[config.mk]
export PLATFORM = sky130hd
export DESIGN_NAME = mops_seq
export DESIGN_NICKNAME = d
export VERILOG_FILES = /design/src/hdl/mops_pkg.sv /design/src/hdl/mops_seq.sv /design/src/hdl/mops_timer.sv
export SDC_FILE = /design/constraint.sdc
export NUM_CORES = 1
export LEC_CHECK = 0
export BUFFER_PORTS_ARGS = -buffer_cell sky130_fd_sc_hd__buf_2
export CAP_MARGIN = 20
export CELL_PAD_IN_SITES_DETAIL_PLACEMENT = 0
export CELL_PAD_IN_SITES_GLOBAL_PLACEMENT = 1
export CORE_ASPECT_RATIO = 1.25
export CORE_MARGIN = 3
export CORE_UTILIZATION = 42
export CTS_BUF_LIST = sky130_fd_sc_hd__clkbuf_16
export CTS_CLUSTER_SIZE = 20
export DETAILED_ROUTE_END_ITERATION = 12
export PLACE_DENSITY = 0.82
export REMOVE_ABC_BUFFERS = 1
export SLEW_MARGIN = 20
export SYNTH_ARGS = -nofsm -noshare
export SYNTH_HDL_FRONTEND = slang
export SYNTH_SLANG_ARGS = --single-unit
[constraint.sdc]
create_clock -name clk -period 6.85 [get_ports clk]
set_clock_uncertainty 0.1 [all_clocks]
set_input_delay 0.3425 -clock clk [delete_from_list [all_inputs] [get_ports clk]]
set_output_delay 0.3425 -clock clk [all_outputs]
set_load 0.01 [all_outputs]
[src/hdl/mops_pkg.sv]
package mops_pkg;
  // ==========================================================
  // Sizes
  localparam int NCH = 4;
  localparam int CODE_W = 10;
  localparam int HI_W = 8;
  localparam int LO_W = 2;
  localparam int DLY_W = 6;
  localparam int SLEW_W = 3;
  localparam int TW = 24;
  localparam int CW = 13;
  localparam int NSRC = 1 + 3 * NCH;
  // ==========================================================
  // Timing
  localparam int CLK_MHZ = 250;
  localparam int T_MS_US = 1000;
  localparam int MS_CYC = T_MS_US * CLK_MHZ;
  localparam int T_BOOT_US = 1400;
  localparam int BOOT_CYC = T_BOOT_US * CLK_MHZ;
  localparam int T_WDOG_MS = 10;
  localparam int WDOG_CYC = T_WDOG_MS * MS_CYC;
  localparam int T_CROW_US = 32;
  localparam int CROW_CYC = T_CROW_US * CLK_MHZ;
  localparam int RETRY_MS = 2;
  // ==========================================================
  // Codes and field positions
  localparam logic [2:0] PM_SPI = 3'h0;
  localparam logic [2:0] PM_ENPIN = 3'h1;
  localparam logic [1:0] WR_CODE_HI = 2'h0;
  localparam logic [1:0] WR_CODE_LO = 2'h1;
  localparam logic [1:0] WR_ENABLE = 2'h2;
  localparam logic [1:0] WR_SLEW = 2'h3;
  localparam int EN_BIT = 0;
  localparam int DIS_BIT = 1;
  localparam int RISE_LSB = 0;
  localparam int FALL_LSB = 3;
  // ==========================================================
  // Types
  typedef struct packed {
    logic [CODE_W-1:0] code;
    logic en;
    logic dis;
    logic [DLY_W-1:0] up_dly;
    logic [DLY_W-1:0] dn_dly;
    logic [SLEW_W-1:0] pup;
    logic [SLEW_W-1:0] pdn;
    logic [SLEW_W-1:0] rise;
    logic [SLEW_W-1:0] fall;
  } mops_ch_cfg_t;
  typedef struct packed {
    logic auto_start;
    logic [2:0] pin_mode;
    logic wd_act_high;
    logic int_act_high;
    logic int_od;
    logic [1:0] window;
    logic [NSRC-1:0] int_mask;
  } mops_otp_t;
  typedef struct packed {
    logic valid;
    logic [1:0] ch;
    logic [1:0] sel;
    logic [HI_W-1:0] data;
  } mops_wr_t;
  typedef struct packed {
    logic on;
    logic ramp_up;
    logic ramp_dn;
    logic [SLEW_W-1:0] slew;
    logic hiz;
    logic lowside;
    logic weak_pd;
    logic [CODE_W-1:0] code;
  } mops_drv_t;
  typedef struct packed {
    logic men;
    logic en_a;
    logic en_b;
    logic wd;
    logic pad;
    logic ot;
    logic [NCH-1:0] oc;
    logic [NCH-1:0] ov;
    logic [NCH-1:0] uv;
    logic [NCH-1:0] rdone;
    logic [NCH-1:0] low;
  } mops_pin_t;
  typedef enum logic [7:0] {
    CH_OFF = 8'h01, CH_SDLY = 8'h02, CH_UP = 8'h04, CH_ON = 8'h08,
    CH_DDLY = 8'h10, CH_DN = 8'h20, CH_CROW = 8'h40, CH_FLT = 8'h80
  } mops_ch_st_t;
  typedef enum logic [3:0] {
    SQ_SHUT = 4'h1, SQ_BOOT = 4'h2, SQ_RUN = 4'h4, SQ_PDN = 4'h8
  } mops_sq_st_t;
  typedef struct packed {
    logic [TW-1:0] cnt;
    logic done;
  } mops_tmr_t;
  typedef struct packed {
    mops_sq_st_t sq;
    mops_pin_t s1;
    mops_pin_t s2;
    logic men_q;
    mops_otp_t g;
    mops_ch_cfg_t [NCH-1:0] cfg;
    logic [NCH-1:0][HI_W-1:0] hi;
    mops_ch_st_t [NCH-1:0] st;
    logic [NCH-1:0][CW-1:0] cnt;
    logic [NCH-1:0] pend;
    logic [NCH-1:0] moff;
    logic [NCH-1:0] pd;
    mops_drv_t [NCH-1:0] drv;
    logic bias;
    logic irq;
    logic int_o;
    logic int_oe;
    logic spi;
    logic i2c;
  } mops_st_t;
endpackage

[src/hdl/mops_seq.sv]
`timescale 1ns/10ps
// Contract
// - Target code is high byte plus two bits
// - Code commits only on low byte write
// - Master enable rise: bias, load, start
// - Manual start by enable bit, no delay
// - Pin mode one adds enable pins
// - Auto start with delays, power-up slew
// - Bit or pin low ramps output down
// - Manual power-down skips shutdown delay
// - Master fall: delay, ramp, then shutdown
// - Power-down ramp uses power-down slew
// - Below threshold: passive or weak pull-down
// - Code changes use rise or fall slew
// - Boot loads codes from stored defaults
// - Long watchdog restores first voltage set
// - Watchdog polarity configurable, all outputs
// - Unmasked faults drive configurable interrupt
// - Over-temperature stops all, restarts after; outputs in master power-down or ramp-down are not stopped
// - Overcurrent: high impedance, periodic retry
// - Overvoltage: crowbar, shut down, retry
// - Undervoltage: shut down, restart, window
// - Pin mode zero: pad selects access
module mops_seq #(
  parameter int BOOT_CYC_P = mops_pkg::BOOT_CYC,
  parameter int MS_CYC_P = mops_pkg::MS_CYC,
  parameter int WDOG_CYC_P = mops_pkg::WDOG_CYC,
  parameter int CROW_CYC_P = mops_pkg::CROW_CYC
) (
  input wire logic clk,
  input wire logic resetn,
  input wire logic master_en_pin,
  input wire logic en_a_pin,
  input wire logic en_b_pin,
  input wire logic watchdog_restore_pin,
  input wire logic interface_select_pad,
  input wire logic ot_fault,
  input wire logic [mops_pkg::NCH-1:0] oc_fault,
  input wire logic [mops_pkg::NCH-1:0] ov_fault,
  input wire logic [mops_pkg::NCH-1:0] uv_fault,
  input wire logic [mops_pkg::NCH-1:0] ramp_done,
  input wire logic [mops_pkg::NCH-1:0] below_250mv,
  input wire mops_pkg::mops_otp_t otp_cfg,
  input wire mops_pkg::mops_ch_cfg_t [mops_pkg::NCH-1:0] otp_ch,
  input wire mops_pkg::mops_wr_t host_wr,
  output mops_pkg::mops_drv_t [mops_pkg::NCH-1:0] out_drv,
  output logic bias_en,
  output logic [1:0] uv_ov_window,
  output logic int_o,
  output logic int_oe,
  output logic spi_access,
  output logic i2c_access
);
  import mops_pkg::*;
  mops_st_t r_reg;
  mops_st_t r_next;
  mops_pin_t pin_in;
  mops_pin_t p;
  logic [NCH-1:0] req;
  logic [NCH-1:0] off_v;
  logic [NCH-1:0] pin_on;
  logic [NSRC-1:0] src;
  logic boot_done;
  logic ms_tick;
  logic wd_on;
  logic wd_done;

  // ==========================================================
  // Pin capture and shared timers
  assign pin_in = {master_en_pin, en_a_pin, en_b_pin, watchdog_restore_pin,
                   interface_select_pad, ot_fault, oc_fault, ov_fault,
                   uv_fault, ramp_done, below_250mv};
  assign p = r_reg.s2;
  assign pin_on = {{(NCH - 2){1'b1}}, p.en_b, p.en_a};
  assign src = {p.ot, p.oc, p.ov, p.uv} & ~r_reg.g.int_mask;
  assign wd_on = r_reg.sq == SQ_RUN &&
                 (p.wd == r_reg.g.wd_act_high);

  for (genvar i = 0; i < NCH; i++) begin : g_req
    assign req[i] = r_reg.cfg[i].en &&
                    (r_reg.g.pin_mode != PM_ENPIN || pin_on[i]);
    assign off_v[i] = r_reg.st[i] == CH_OFF;
  end

  mops_timer u_boot (
    .clk(clk),
    .resetn(resetn),
    .run(r_reg.sq == SQ_BOOT),
    .limit(TW'(BOOT_CYC_P - 1)),
    .done(boot_done)
  );

  mops_timer u_ms (
    .clk(clk),
    .resetn(resetn),
    .run(!ms_tick),
    .limit(TW'(MS_CYC_P - 1)),
    .done(ms_tick)
  );

  mops_timer u_wdog (
    .clk(clk),
    .resetn(resetn),
    .run(wd_on),
    .limit(TW'(WDOG_CYC_P - 1)),
    .done(wd_done)
  );

  // ==========================================================
  // Next state
  always_comb begin
    logic act;
    logic live;
    act = 1'b0;
    live = 1'b0;
    r_next = r_reg;
    r_next.s1 = pin_in;
    r_next.s2 = r_reg.s1;
    r_next.men_q = p.men;
    unique case (r_reg.sq)
      SQ_SHUT: begin
        r_next.pd = '0;
        if (p.men && !r_reg.men_q) begin
          r_next.sq = SQ_BOOT;
        end
      end
      SQ_BOOT: begin
        if (!p.men) begin
          r_next.sq = SQ_SHUT;
        end else if (boot_done) begin
          r_next.sq = SQ_RUN;
          r_next.g = otp_cfg;
          r_next.cfg = otp_ch;
          r_next.pend = {NCH{otp_cfg.auto_start}};
          for (int i = 0; i < NCH; i++) begin
            r_next.hi[i] = otp_ch[i].code[CODE_W-1:LO_W];
          end
        end
      end
      SQ_RUN: begin
        if (!p.men) begin
          r_next.sq = SQ_PDN;
        end
      end
      SQ_PDN: begin
        if (&off_v) begin
          r_next.sq = SQ_SHUT;
        end
      end
    endcase
    // Host register writes
    if (host_wr.valid && r_reg.sq == SQ_RUN) begin
      unique case (host_wr.sel)
        WR_CODE_HI: begin
          r_next.hi[host_wr.ch] = host_wr.data;
        end
        WR_CODE_LO: begin
          r_next.cfg[host_wr.ch].code = {r_reg.hi[host_wr.ch],
              host_wr.data[LO_W-1:0]};
        end
        WR_ENABLE: begin
          r_next.cfg[host_wr.ch].en = host_wr.data[EN_BIT];
          r_next.cfg[host_wr.ch].dis = host_wr.data[DIS_BIT];
        end
        WR_SLEW: begin
          r_next.cfg[host_wr.ch].rise =
              host_wr.data[RISE_LSB +: SLEW_W];
          r_next.cfg[host_wr.ch].fall =
              host_wr.data[FALL_LSB +: SLEW_W];
        end
      endcase
    end
    // Watchdog restore of defaults
    if (wd_done) begin
      for (int i = 0; i < NCH; i++) begin
        r_next.cfg[i].code = otp_ch[i].code;
        r_next.hi[i] = otp_ch[i].code[CODE_W-1:LO_W];
      end
    end
    // Output channels
    for (int i = 0; i < NCH; i++) begin
      act = r_reg.st[i] inside {CH_SDLY, CH_UP, CH_ON};
      live = r_reg.st[i] inside {CH_UP, CH_ON};
      if (act && r_reg.sq == SQ_PDN) begin
        r_next.st[i] = CH_DDLY;
        r_next.cnt[i] = '0;
        r_next.moff[i] = 1'b1;
      end else if (act && p.ot) begin
        r_next.st[i] = CH_OFF;
      end else if (live && p.ov[i]) begin
        r_next.st[i] = CH_CROW;
        r_next.cnt[i] = '0;
      end else if (live && p.oc[i]) begin
        r_next.st[i] = CH_FLT;
        r_next.cnt[i] = '0;
      end else if (r_reg.st[i] == CH_ON && p.uv[i]) begin
        r_next.st[i] = CH_FLT;
        r_next.cnt[i] = '0;
      end else if (act && !req[i]) begin
        r_next.st[i] = live ? CH_DN : CH_OFF;
        r_next.moff[i] = 1'b0;
        r_next.pend[i] = 1'b0;
      end else begin
        unique case (r_reg.st[i])
          CH_OFF: begin
            if (r_reg.sq == SQ_RUN && req[i] && !p.ot) begin
              r_next.pd[i] = 1'b0;
              r_next.cnt[i] = '0;
              r_next.st[i] = r_reg.pend[i] ? CH_SDLY : CH_UP;
            end
          end
          CH_SDLY: begin
            if (r_reg.cnt[i][DLY_W-1:0] == r_reg.cfg[i].up_dly) begin
              r_next.st[i] = CH_UP;
              r_next.pend[i] = 1'b0;
            end else if (ms_tick) begin
              r_next.cnt[i] = r_reg.cnt[i] + 1'b1;
            end
          end
          CH_UP: begin
            if (p.rdone[i]) begin
              r_next.st[i] = CH_ON;
            end
          end
          CH_ON: begin
          end
          CH_DDLY: begin
            if (r_reg.cnt[i][DLY_W-1:0] == r_reg.cfg[i].dn_dly) begin
              r_next.st[i] = CH_DN;
            end else if (ms_tick) begin
              r_next.cnt[i] = r_reg.cnt[i] + 1'b1;
            end
          end
          CH_DN: begin
            if (p.low[i]) begin
              r_next.st[i] = CH_OFF;
              r_next.pd[i] = !r_reg.moff[i];
            end
          end
          CH_CROW: begin
            if (r_reg.cnt[i] == CW'(CROW_CYC_P - 1)) begin
              r_next.st[i] = CH_FLT;
              r_next.cnt[i] = '0;
            end else begin
              r_next.cnt[i] = r_reg.cnt[i] + 1'b1;
            end
          end
          CH_FLT: begin
            if (r_reg.sq != SQ_RUN || r_reg.cnt[i] == CW'(RETRY_MS)) begin
              r_next.st[i] = CH_OFF;
            end else if (ms_tick) begin
              r_next.cnt[i] = r_reg.cnt[i] + 1'b1;
            end
          end
        endcase
      end
      r_next.drv[i].on = r_next.st[i] inside {CH_UP, CH_ON, CH_DDLY, CH_DN};
      r_next.drv[i].ramp_up = r_next.st[i] == CH_UP;
      r_next.drv[i].ramp_dn = r_next.st[i] == CH_DN;
      r_next.drv[i].hiz = r_next.st[i] == CH_FLT;
      r_next.drv[i].lowside = r_next.st[i] == CH_CROW;
      r_next.drv[i].weak_pd = r_next.st[i] == CH_OFF && r_next.pd[i] &&
                              r_next.cfg[i].dis;
      r_next.drv[i].code = r_next.cfg[i].code;
      if (r_next.st[i] == CH_UP) begin
        r_next.drv[i].slew = r_next.cfg[i].pup;
      end else if (r_next.st[i] == CH_DN) begin
        r_next.drv[i].slew = r_next.cfg[i].pdn;
      end else if (r_next.cfg[i].code > r_reg.drv[i].code) begin
        r_next.drv[i].slew = r_next.cfg[i].rise;
      end else if (r_next.cfg[i].code < r_reg.drv[i].code) begin
        r_next.drv[i].slew = r_next.cfg[i].fall;
      end
    end
    // Bias, interrupt and access path
    r_next.bias = r_next.sq != SQ_SHUT;
    r_next.irq = |src;
    r_next.int_oe = r_reg.g.int_od ? r_next.irq : 1'b1;
    r_next.int_o = r_reg.g.int_od ? 1'b0 :
                   (r_next.irq == r_reg.g.int_act_high);
    r_next.spi = r_reg.g.pin_mode == PM_SPI && !p.pad;
    r_next.i2c = !r_next.spi;
  end

  always_ff @(posedge clk or negedge resetn) begin
    if (!resetn) begin
      r_reg <= '0;
      r_reg.sq <= SQ_SHUT;
      for (int i = 0; i < NCH; i++) begin
        r_reg.st[i] <= CH_OFF;
      end
    end else begin
      r_reg <= r_next;
    end
  end

  assign out_drv = r_reg.drv;
  assign bias_en = r_reg.bias;
  assign uv_ov_window = r_reg.g.window;
  assign int_o = r_reg.int_o;
  assign int_oe = r_reg.int_oe;
  assign spi_access = r_reg.spi;
  assign i2c_access = r_reg.i2c;
endmodule // mops_seq

[src/hdl/mops_timer.sv]
`timescale 1ns/10ps
// ==========================================================
// Saturating counter, one-cycle done pulse, clears when idle
module mops_timer (
  input wire logic clk,
  input wire logic resetn,
  input wire logic run,
  input wire logic [mops_pkg::TW-1:0] limit,
  output logic done
);
  import mops_pkg::*;
  mops_tmr_t r_reg;
  mops_tmr_t r_next;

  always_comb begin
    r_next = r_reg;
    r_next.done = 1'b0;
    if (!run) begin
      r_next.cnt = '0;
    end else if (r_reg.cnt != limit) begin
      r_next.cnt = r_reg.cnt + 1'b1;
      r_next.done = (r_reg.cnt == limit - 1'b1);
    end
  end

  always_ff @(posedge clk or negedge resetn) begin
    if (!resetn) begin
      r_reg <= '0;
    end else begin
      r_reg <= r_next;
    end
  end

  assign done = r_reg.done;
endmodule // mops_timer

==> results.md, run 1 <==
* Max cap viols at 0
* Status: completed
* Largest register FFs at 256
* CTS Buffer Depth at 3
* Ys Warns at 0
* Clk sinks at 466
* Routed vias/inst at 5.641
* Register area share after synthesis at 0.4740
* Post-detail-place hpwl at 54.27 mm
* Global-route wire length before repair at 123.8 mm
* Register Area at 11670 um2
* Layout Utilization at 0.5155
* Startpoint Class: flip-flop
* Crit-path slowest cell: or4b_2
* Nets@finish at 3380
* Vias in the first global route at 22500
* Peak supply drop at 0.1850 mV
* Vias post-DR at 22090
* Mapped Area at 24610 um2
* Slew @ Worst Pin at 1.104 ns
* Area delta synth->final at 20.70%
* Placer Congestion at 0.9355
* Num rows at 98
* WP buf/inv at 2
* Count of flip-flops with a built-in enable after synthesis at 0
* # IOs at 290
* CP peak stage delay at 1.03 ns
* Per-cell routed wire length at 19.82 um
* Final hold violation count at 0
* Worst EP arrival at 5.67 ns
* Setup violators final at 0
* Clock latency on the worst-skew pair at 0.61 ns
* Core ar. at 57630 um2
* Crit-path cells: or4b_2 -> inv_1 -> and3_4 -> nor2_2 -> buf_4 -> nor2_1 -> a21oi_1 -> ha_1 -> nor2b_1 -> o21a_1 -> o21a_1 -> o21a_1 -> o211ai_1 -> a32oi_1 -> mux2i_1 -> nor2_1 -> mux2_2 -> a221o_1
* Number of gates resized after CTS at 0
* Synth cell types at 85
* Pwr dens at 209.5 nW/um2
* Initial core utilization at 0.4271
* Hold path cells at 3
* CTS Buf Count at 51
* Min Tclk post-route at 5.273 ns
* Ys async rst share at 1.000
* Hold_sp: otp_ch[96]
* Top delay family on crit path: simple AND/OR/NAND/NOR gates
* CTS root buffer: clkbuf_16
* Largest net degree at the start of global routing at 140
* Placed Area at 26110 um2
* Average size of a mapped cell at 8.863 um2
* Layout cells sized above 1 at 0.1385
* Die H at 276.7 um
* Top cell by count, worst path: o21a_1
* Die X at 222.5 um
* Pre-antenna DRT Iters at 5
* CTS tree: built
* Number of I/O port buffers at 289
* Critical path type: flip-flop to flip-flop
* Worst Path Required at 7.25 ns
* Setup tns final at 0 ns
* Clock transition at path regs at 0.06 ns
* Leak pwr at 0.01356 uW
* Hold Crit Class: input pin to flip-flop
* Routed WL at 77.61 mm
* DP Worst Slack at 1.586 ns
* Ys flop type: dfrtp_1
* # DRC at 0
* R2R depth at 18
* Worst reg2reg path endpoint: out_drv[71]
* Final worst slack at 1.577 ns
* Final instance area at 29710 um2
* Unrepaired setup endpoints after global routing: no
* Grt total ovfl at 0
* Htree depth at 2
* Overall Global Routing Usage at 0.2471
* Max_slew headroom at 0.2619
* Max Slew Vio Count at 0
* RR Startpoint: r_reg[432]
* Area of the multi-input gates at 11480 um2
* Worst Hold Path EP: r_reg[306]
* Synthesis-stage register bit count at 466
* CP Max Fanout at 50
* Die area at 61560 um2
* Post-route clock period utilization at 0.7698
* Initial antenna violation count at 6
* Initial detailed-routing violation count at 1710
* Mapped Cells at 2777
* Post-route antenna net violation count at 0
* Filler cell count at 5322
* Fmax at 189.6 MHz
* Reg2Reg Setup Slack at 1.58 ns
* Worst Setup End Kind: flip-flop
-- placed cells by master, fill, tap and decap left out, drive strengths merged, types with 45 or more instances in the layout --
master | Yosys | routed
nand2 | 489 | 489
dfrtp | 461 | 461
buf | 89 | 307
nor2 | 267 | 267
dlygate4sd3 | 0 | 187
a21oi | 144 | 144
o21ai | 136 | 136
inv | 112 | 124
nand3 | 86 | 86
o22ai | 85 | 85
xor2 | 73 | 73
nor3 | 61 | 61
ha | 54 | 54
clkbuf | 116 | 52
xnor2 | 49 | 49
a31oi | 45 | 45
-- logic make-up (layout without fill, tap and decap cells) --
kind of cell               Yosys count  after routing  share of synthesized area
and+or+nand+nor                   1215           1215                     0.2366
AOI/OAI and AO/OA                  574            574                     0.1457
DFF                                466            466                     0.4740
buffers and inverters              317            702                    0.06050
xor gates and xnor gates           122            122                    0.04341
adders and majority gates           54             54                    0.02745
muxes                               29             29                    0.01230
other                                0              4                          0
-- cells in the mapped netlist (13+ instances only) --
| cell | n | share of area |
|---|---|---|
| nor4_1 | 38 | 0.0097 |
| o21ai_0 | 135 | 0.027 |
| a211oi_1 | 14 | 0.0043 |
| or3_1 | 30 | 0.0076 |
| o31ai_1 | 23 | 0.0070 |
| nand3_1 | 86 | 0.017 |
| mux2i_1 | 19 | 0.0077 |
| ha_1 | 54 | 0.027 |
| clkbuf_1 | 112 | 0.017 |
| xor2_1 | 73 | 0.026 |
| nand2_1 | 489 | 0.075 |
| nor3_1 | 61 | 0.012 |
| and3_1 | 35 | 0.0089 |
| nand4b_1 | 21 | 0.0075 |
| o21a_1 | 13 | 0.0040 |
| a21oi_1 | 143 | 0.029 |
| xnor2_1 | 49 | 0.017 |
| nor2b_1 | 23 | 0.0058 |
| dfrtp_1 | 461 | 0.47 |
| buf_4 | 78 | 0.024 |
| o22ai_1 | 85 | 0.022 |
| nor4b_1 | 13 | 0.0046 |
| inv_1 | 110 | 0.017 |
| nor2_1 | 266 | 0.041 |
| nand2b_1 | 26 | 0.0066 |
| a31oi_1 | 45 | 0.011 |
| nand4_1 | 36 | 0.0092 |
-- cell type report --
type	count	area share
tap	750	0.03159
clock buffer	52	0.04380
timing repair buffer	494	0.1170
antenna	4	0.0003369
inverter	112	0.01415
clock inverter	44	0.01407
multi-input combinational	1994	0.3863
sequential	466	0.3927
-- routing by layer --
metal | global-route usage | wire length, um
met3 | 0.04389 | 4524
met2 | 0.4138 | 37500
met5 | 0 | 51
met1 | 0.3204 | 32400
met4 | 0.09263 | 3129
-- through the flow --
| step | hold slack [ns] | total power, uW | std cells |
|---|---|---|---|
| 2_1_floorplan | -0.05309 | 3080 | 2572 |
| 6_report | 0.04528 | 6224 | 3916 |
| 3_3_place_gp | 0.2340 | 3315 | 3629 |
| 3_5_place_dp | 0.2355 | 3326 | 3629 |
| 5_1_grt | 0.04109 | 6466 | 3914 |
| 4_1_cts | 0.02402 | 6291 | 3912 |
-- power by group --
group / switching [uW] / leakage [uW] / internal (uW)
Sequential: 60.5 / 0.00553 / 2810
Combinational: 269 / 0.00716 / 220
Clock: 1180 / 0.000871 / 1680
-- how the worst max path moves through the flow --
stage / start / to / slack [ns] / cells past startpoint
after floorplan: r_reg[432] / out_drv[71] / -0.86 / 17
after global placement: r_reg[432] / out_drv[71] / 1.64 / 18
after detailed placement: r_reg[432] / out_drv[72] / 1.59 / 18
after CTS: r_reg[432] / out_drv[71] / 1.57 / 18
after global routing: r_reg[432] / out_drv[71] / 1.17 / 18
final: r_reg[432] / out_drv[71] / 1.58 / 18
-- tightest hold or removal path, stage by stage --
cell and delay (ns):
buf_2 0.10, mux2i_1 0.11, o21ai_0 0.12
-- timing repair --
action,4_1_cts,5_1_grt
endpoints found under the hold margin,297,0
buffers inserted,0,0
hold buffers,187,0
No activity file was read; power rests on OpenSTA's default activity.
==> run 2: changes to the inputs <==
CORE_UTILIZATION = 41   (was 42)
PLACE_DENSITY = 0.83   (was 0.82)
clock period = 4.5 ns   (was 6.85 ns; I/O delays follow)
==> results.md, run 2 (synthesis results as in run 1) <==
* Status: completed
* Power Total at 9364 uW
* Num rows at 99
* Clock latency on the worst-skew pair at 0.62 ns
* CP peak stage delay at 0.70 ns
* Layout cells sized above 1 at 0.1500
* Clk sinks at 466
* Nets@finish at 3446
* Number of I/O port buffers at 289
* Grt total ovfl at 0
* Commonest non-fill, non-tap cell in the layout: nand2_1
* Most frequent cells in the layout: nand2_1 (488), dfrtp_1 (461), buf_2 (288)
* Routed WL at 77.20 mm
* Die area at 63020 um2
* Initial antenna violation count at 6
* Clock transition at path regs at 0.06 ns
* Die H at 279.9 um
* CTS Buffer Depth at 3
* Post-route clock period utilization at 0.9463
* CTS Buf Count at 50
* Pwr dens at 309.0 nW/um2
* Area delta synth->final at 23.12%
* Sw frac at 0.2488
* Die X at 225.1 um
* Initial detailed-routing violation count at 1775
* Seq pwr share at 0.467
* Largest register FFs at 256
* Global-route wire length before repair at 122.0 mm
* Htree depth at 2
* Fmax at 234.8 MHz
* Reg2Reg Setup Slack at 0.24 ns
* Post-detail-place hpwl at 55.02 mm
* Crit-path cells: or4b_2 -> inv_1 -> nand3_4 -> buf_4 -> nand2_1 -> buf_4 -> o22ai_1 -> a21oi_1 -> ha_1 -> a21o_1 -> a21oi_1 -> o21ai_0 -> a21o_1 -> nand3_1 -> a21boi_0 -> a221o_1 -> mux2_2
* Pre-antenna DRT Iters at 6
* Vias in the first global route at 22520
* Critical path type: flip-flop to flip-flop
* Slew @ Worst Pin at 1.081 ns
* Placed Area at 26430 um2
* # IOs at 290
* Initial core utilization at 0.4183
* Startpoint Class: flip-flop
* Core ar. at 58840 um2
* Worst Setup End Kind: flip-flop
* Worst EP arrival at 4.63 ns
* Min Tclk post-route at 4.258 ns
* Placer Congestion at 0.9536
* Routing usage on met1 at 0.3050
* Vias post-DR at 22330
* Overall Global Routing Usage at 0.2404
* Crit-path slowest cell: or4b_2
* Comb power frac at 0.083
* Clock share of power at 0.450
* CTS tree: built
* Internal Power at 7035 uW
* Max cap viols at 0
* Met3 GRT Util at 0.04538
* Post-route antenna net violation count at 0
* GRT busiest layer: met2
* Leak pwr at 0.01382 uW
* Routed vias/inst at 5.596
* Largest net degree at the start of global routing at 107
* Worst Path Required at 4.87 ns
* Final instance area at 30300 um2
* Setup violators final at 0
* Hold Crit Class: input pin to flip-flop
* Met2 usage at 0.4085
* Max Slew Vio Count at 0
* Peak supply drop at 0.2532 mV
* # DRC at 0
* Final hold violation count at 0
* CTS root buffer: clkbuf_16
* Switching pwr at 2330 uW
* Per-cell routed wire length at 19.34 um
* Max_slew headroom at 0.2758
* CP Max Fanout at 8
## run 2: through the flow
step                      setup slack (ns)  utilization  std cells  hold slack, ns  setup TNS (ns)
after global routing             -0.007873       0.5148       3986         0.02535       -0.007873
after CTS                           0.2258       0.5145       3984       0.0009420               0
after floorplan                     -3.210            -       2572         -0.1706         -134.08
after detailed placement            0.2688       0.4492       3673          0.2347               0
after global placement              0.3553       0.4492       3673          0.2342               0
final                               0.2415       0.5150       3991         0.03373               0
## run 2: power groups by stage
stage                     Sequential [uW]  Combinational (uW)  Clock (uW)
after floorplan                      4440                 251           0
after detailed placement             4450                 633           0
final                                4370                 774        4220
after global routing                 4380                 846        4490
after global placement               4440                 619           0
after CTS                            4370                 774        4330
## run 2: worst max-delay path, delay by kind of cell, from the launching register on
family | cells | cell delay (ns)
adders and majority gates | 1 | 0.27
AOI/OAI and AO/OA | 8 | 1.47
buffers and inverters | 3 | 0.52
muxes | 1 | 0.27
and+or+nand+nor | 4 | 1.05
DFF | 1 | 0.45
## run 2: worst paths after layout
check,cells after the start,to,from
setup reg to reg,17,out_drv[14],r_reg[432]
min in group asynchronous,2,out_drv[61],resetn
hold reg to reg,0,p[22],r_next[399]
setup / recovery,17,out_drv[14],r_reg[432]
max in group asynchronous,3,r_reg[162],resetn
hold / removal,3,r_reg[270],otp_ch[60]
## run 2: layout make-up
cell class / count / area, um2
timing repair buffer: 561 / 4091
fill: 5429 / 28530
clock buffer: 50 / 1251
tap: 757 / 947.2
antenna: 7 / 17.52
multi-input combinational: 1994 / 11490
inverter: 112 / 420.4
sequential: 466 / 11670
clock inverter: 44 / 416.7
## run 2: what timing repair did
| action | in CTS | in global routing |
|---|---|---|
| endpoints found under the setup margin | 0 | 9 |
| hold buffers | 217 | 0 |
| endpoints found under the hold margin | 330 | 0 |
| setup buffers | 0 | 0 |
| gates resized for setup | 0 | 3 |
## run 2: routing by layer
metal / share of wire / vias up
met2: 0.49 / 760
met1: 0.41 / 10940
li1: - / 10470
met3: 0.062 / 168
met5: 0.00026 / -
met4: 0.039 / 2
==> run 3: changes to the inputs <==
CORE_ASPECT_RATIO = default   (was 1.25)
RECOVER_POWER = 50   (was default)
==> results.md, run 3 (synthesis results as in run 1) <==
* Nets@finish at 3442
* Status: finished, violations left
* CTS Buffer Depth at 3
* Setup tns final at 0 ns
* Crit-path cells: nor4b_4 -> nand2_1 -> nor3b_2 -> buf_4 -> nand2_1 -> buf_4 -> o22ai_1 -> a21oi_1 -> ha_1 -> nor2b_1 -> o21a_1 -> o21ai_0 -> a211o_1 -> o21ai_0 -> a21o_1 -> nand2b_1 -> a21boi_0 -> a221o_1 -> mux2_2
* Max cap viols at 1
* Per-cell routed wire length at 18.80 um
* Die X at 251.0 um
* Max Slew Vio Count at 102
* Post-detail-place hpwl at 53.57 mm
* Violated checks: capacitance limit, slew limit
* Initial detailed-routing violation count at 1520
* Worst Path Required at 4.88 ns
* # DRC at 0
* Largest net degree at the start of global routing at 109
* Placer Congestion at 0.9425
* Layout cells sized above 1 at 0.1205
* Critical path type: flip-flop to flip-flop
* Layout Utilization at 0.5117
* Clk sinks at 466
* Unrepaired setup endpoints after global routing: yes
* Global-route wire length before repair at 120.0 mm
* Pwr dens at 319.9 nW/um2
* Post-route clock period utilization at 0.9402
* Min Tclk post-route at 4.231 ns
* Fmax at 236.4 MHz
* CP peak stage delay at 0.46 ns
* # IOs at 290
* Setup bufs post-CTS at 0
* Pre-antenna DRT Iters at 6
* Startpoint Class: flip-flop
* Routed WL at 75.42 mm
* Core ar. at 59240 um2
* Initial antenna violation count at 9
* Placed Area at 26400 um2
* Top delay family on crit path: compound AO/OA/AOI/OAI gates
* Crit-path slowest cell: dfrtp_2
* WP buf/inv at 2
* Slew @ Worst Pin at 2.786 ns
* Die H at 251.0 um
* Initial core utilization at 0.4155
* Die area at 63010 um2
* DP Worst Slack at 0.09305 ns
* Vias in the first global route at 22250
* Vias post-DR at 22190
* Grt total ovfl at 0
* Htree depth at 2
* Final instance area at 30310 um2
* Routed vias/inst at 5.532
* Commonest non-fill, non-tap cell in the layout: nand2_1
* Clock latency on the worst-skew pair at 0.62 ns
* Hold slack final at 0.03456 ns
* Overall Global Routing Usage at 0.2352
* Post-route antenna net violation count at 0
* Setup violators final at 0
* Leak pwr at 0.01358 uW
* CTS root buffer: clkbuf_16
* Number of I/O port buffers at 289
* Hold Crit Class: input pin to flip-flop
* Area delta synth->final at 23.16%
* Worst EP arrival at 4.61 ns
* Final hold violation count at 0
* Peak supply drop at 0.2935 mV
* Worst Setup End Kind: flip-flop
* Num rows at 89
* Most frequent cells in the layout: nand2_1 (486), dfrtp_1 (460), nor2_1 (265)
* Final worst slack at 0.2690 ns
* CTS Buf Count at 55
* CTS tree: built
* Max_slew headroom at -0.8571
* Clock transition at path regs at 0.06 ns
* CP Max Fanout at 7
* Largest register FFs at 256
-- run 3: cell count changes in the layout (fill, tap and decap cells not counted), sizes merged --
cell,before,now
inv,123,124
dlygate4sd3,217,215
clkbuf,50,155
diode,7,10
clkinv,22,26
bufinv,6,8
clkinvlp,5,2
buf,344,238
-- run 3: metrics by stage --
stage	power (uW)	cells
final	9696	4011
after global routing	10060	4004
after CTS	9812	4001
after detailed placement	5079	3682
after global placement	5059	3682
after floorplan	4688	2572
-- run 3: layout make-up --
class                      count  area [um2]
timing repair buffer         552        3870
antenna                       10       25.02
inverter                     112       420.4
multi-input combinational   1994       11510
clock inverter                48       451.7
clock buffer                  56        1401
fill                        5463       28930
sequential                   466       11670
tap                          773       967.2
-- run 3: worst register-to-register path: stages, from the launching register on --
cell and delay, ns:
dfrtp_2 0.46, nor4b_4 0.34, nand2_1 0.13, nor3b_2 0.22
buf_4 0.16, nand2_1 0.16, buf_4 0.21, o22ai_1 0.14
a21oi_1 0.10, ha_1 0.32, nor2b_1 0.14, o21a_1 0.11
o21ai_0 0.07, a211o_1 0.27, o21ai_0 0.16, a21o_1 0.22
nand2b_1 0.13, a21boi_0 0.11, a221o_1 0.27, mux2_2 0.26
-- run 3: final timing paths --
| check | from | end | slack (ns) | cells past startpoint |
|---|---|---|---|---|
| hold / removal | host_wr[2] | r_reg[323] | 0.03 | 3 |
| min in group asynchronous | resetn | r_reg[188] | 0.88 | 2 |
| max in group asynchronous | resetn | p[19] | 0.91 | 3 |
| hold reg to reg | r_next[398] | p[21] | 0.24 | 0 |
| setup reg to reg | r_reg[432] | out_drv[13] | 0.27 | 19 |
| setup / recovery | r_reg[432] | out_drv[13] | 0.27 | 19 |
-- run 3: routing by layer --
layer / vias to the layer above / share of wire / global-route usage
met5: - / 0.00028 / 0
met3: 166 / 0.062 / 0.04397
met4: 4 / 0.034 / 0.08553
met2: 736 / 0.47 / 0.3930
li1: 10490 / - / -
met1: 10800 / 0.43 / 0.3067
-- run 3: repair_timing --
item / 4_1_cts / 5_1_grt
hold buffers: 215 / 0
resized for setup: 0 / 11
endpoints found under the setup margin: 0 / 12
hold endpoints to repair: 330 / 0
-- run 3: report_power, final --
group | total, uW | internal [uW] | switching, uW
clock | 4550 | 2720 | 1830
sequential | 4380 | 4290 | 98.6
combinational | 758 | 345 | 413
total | 9700 | 7350 | 2350
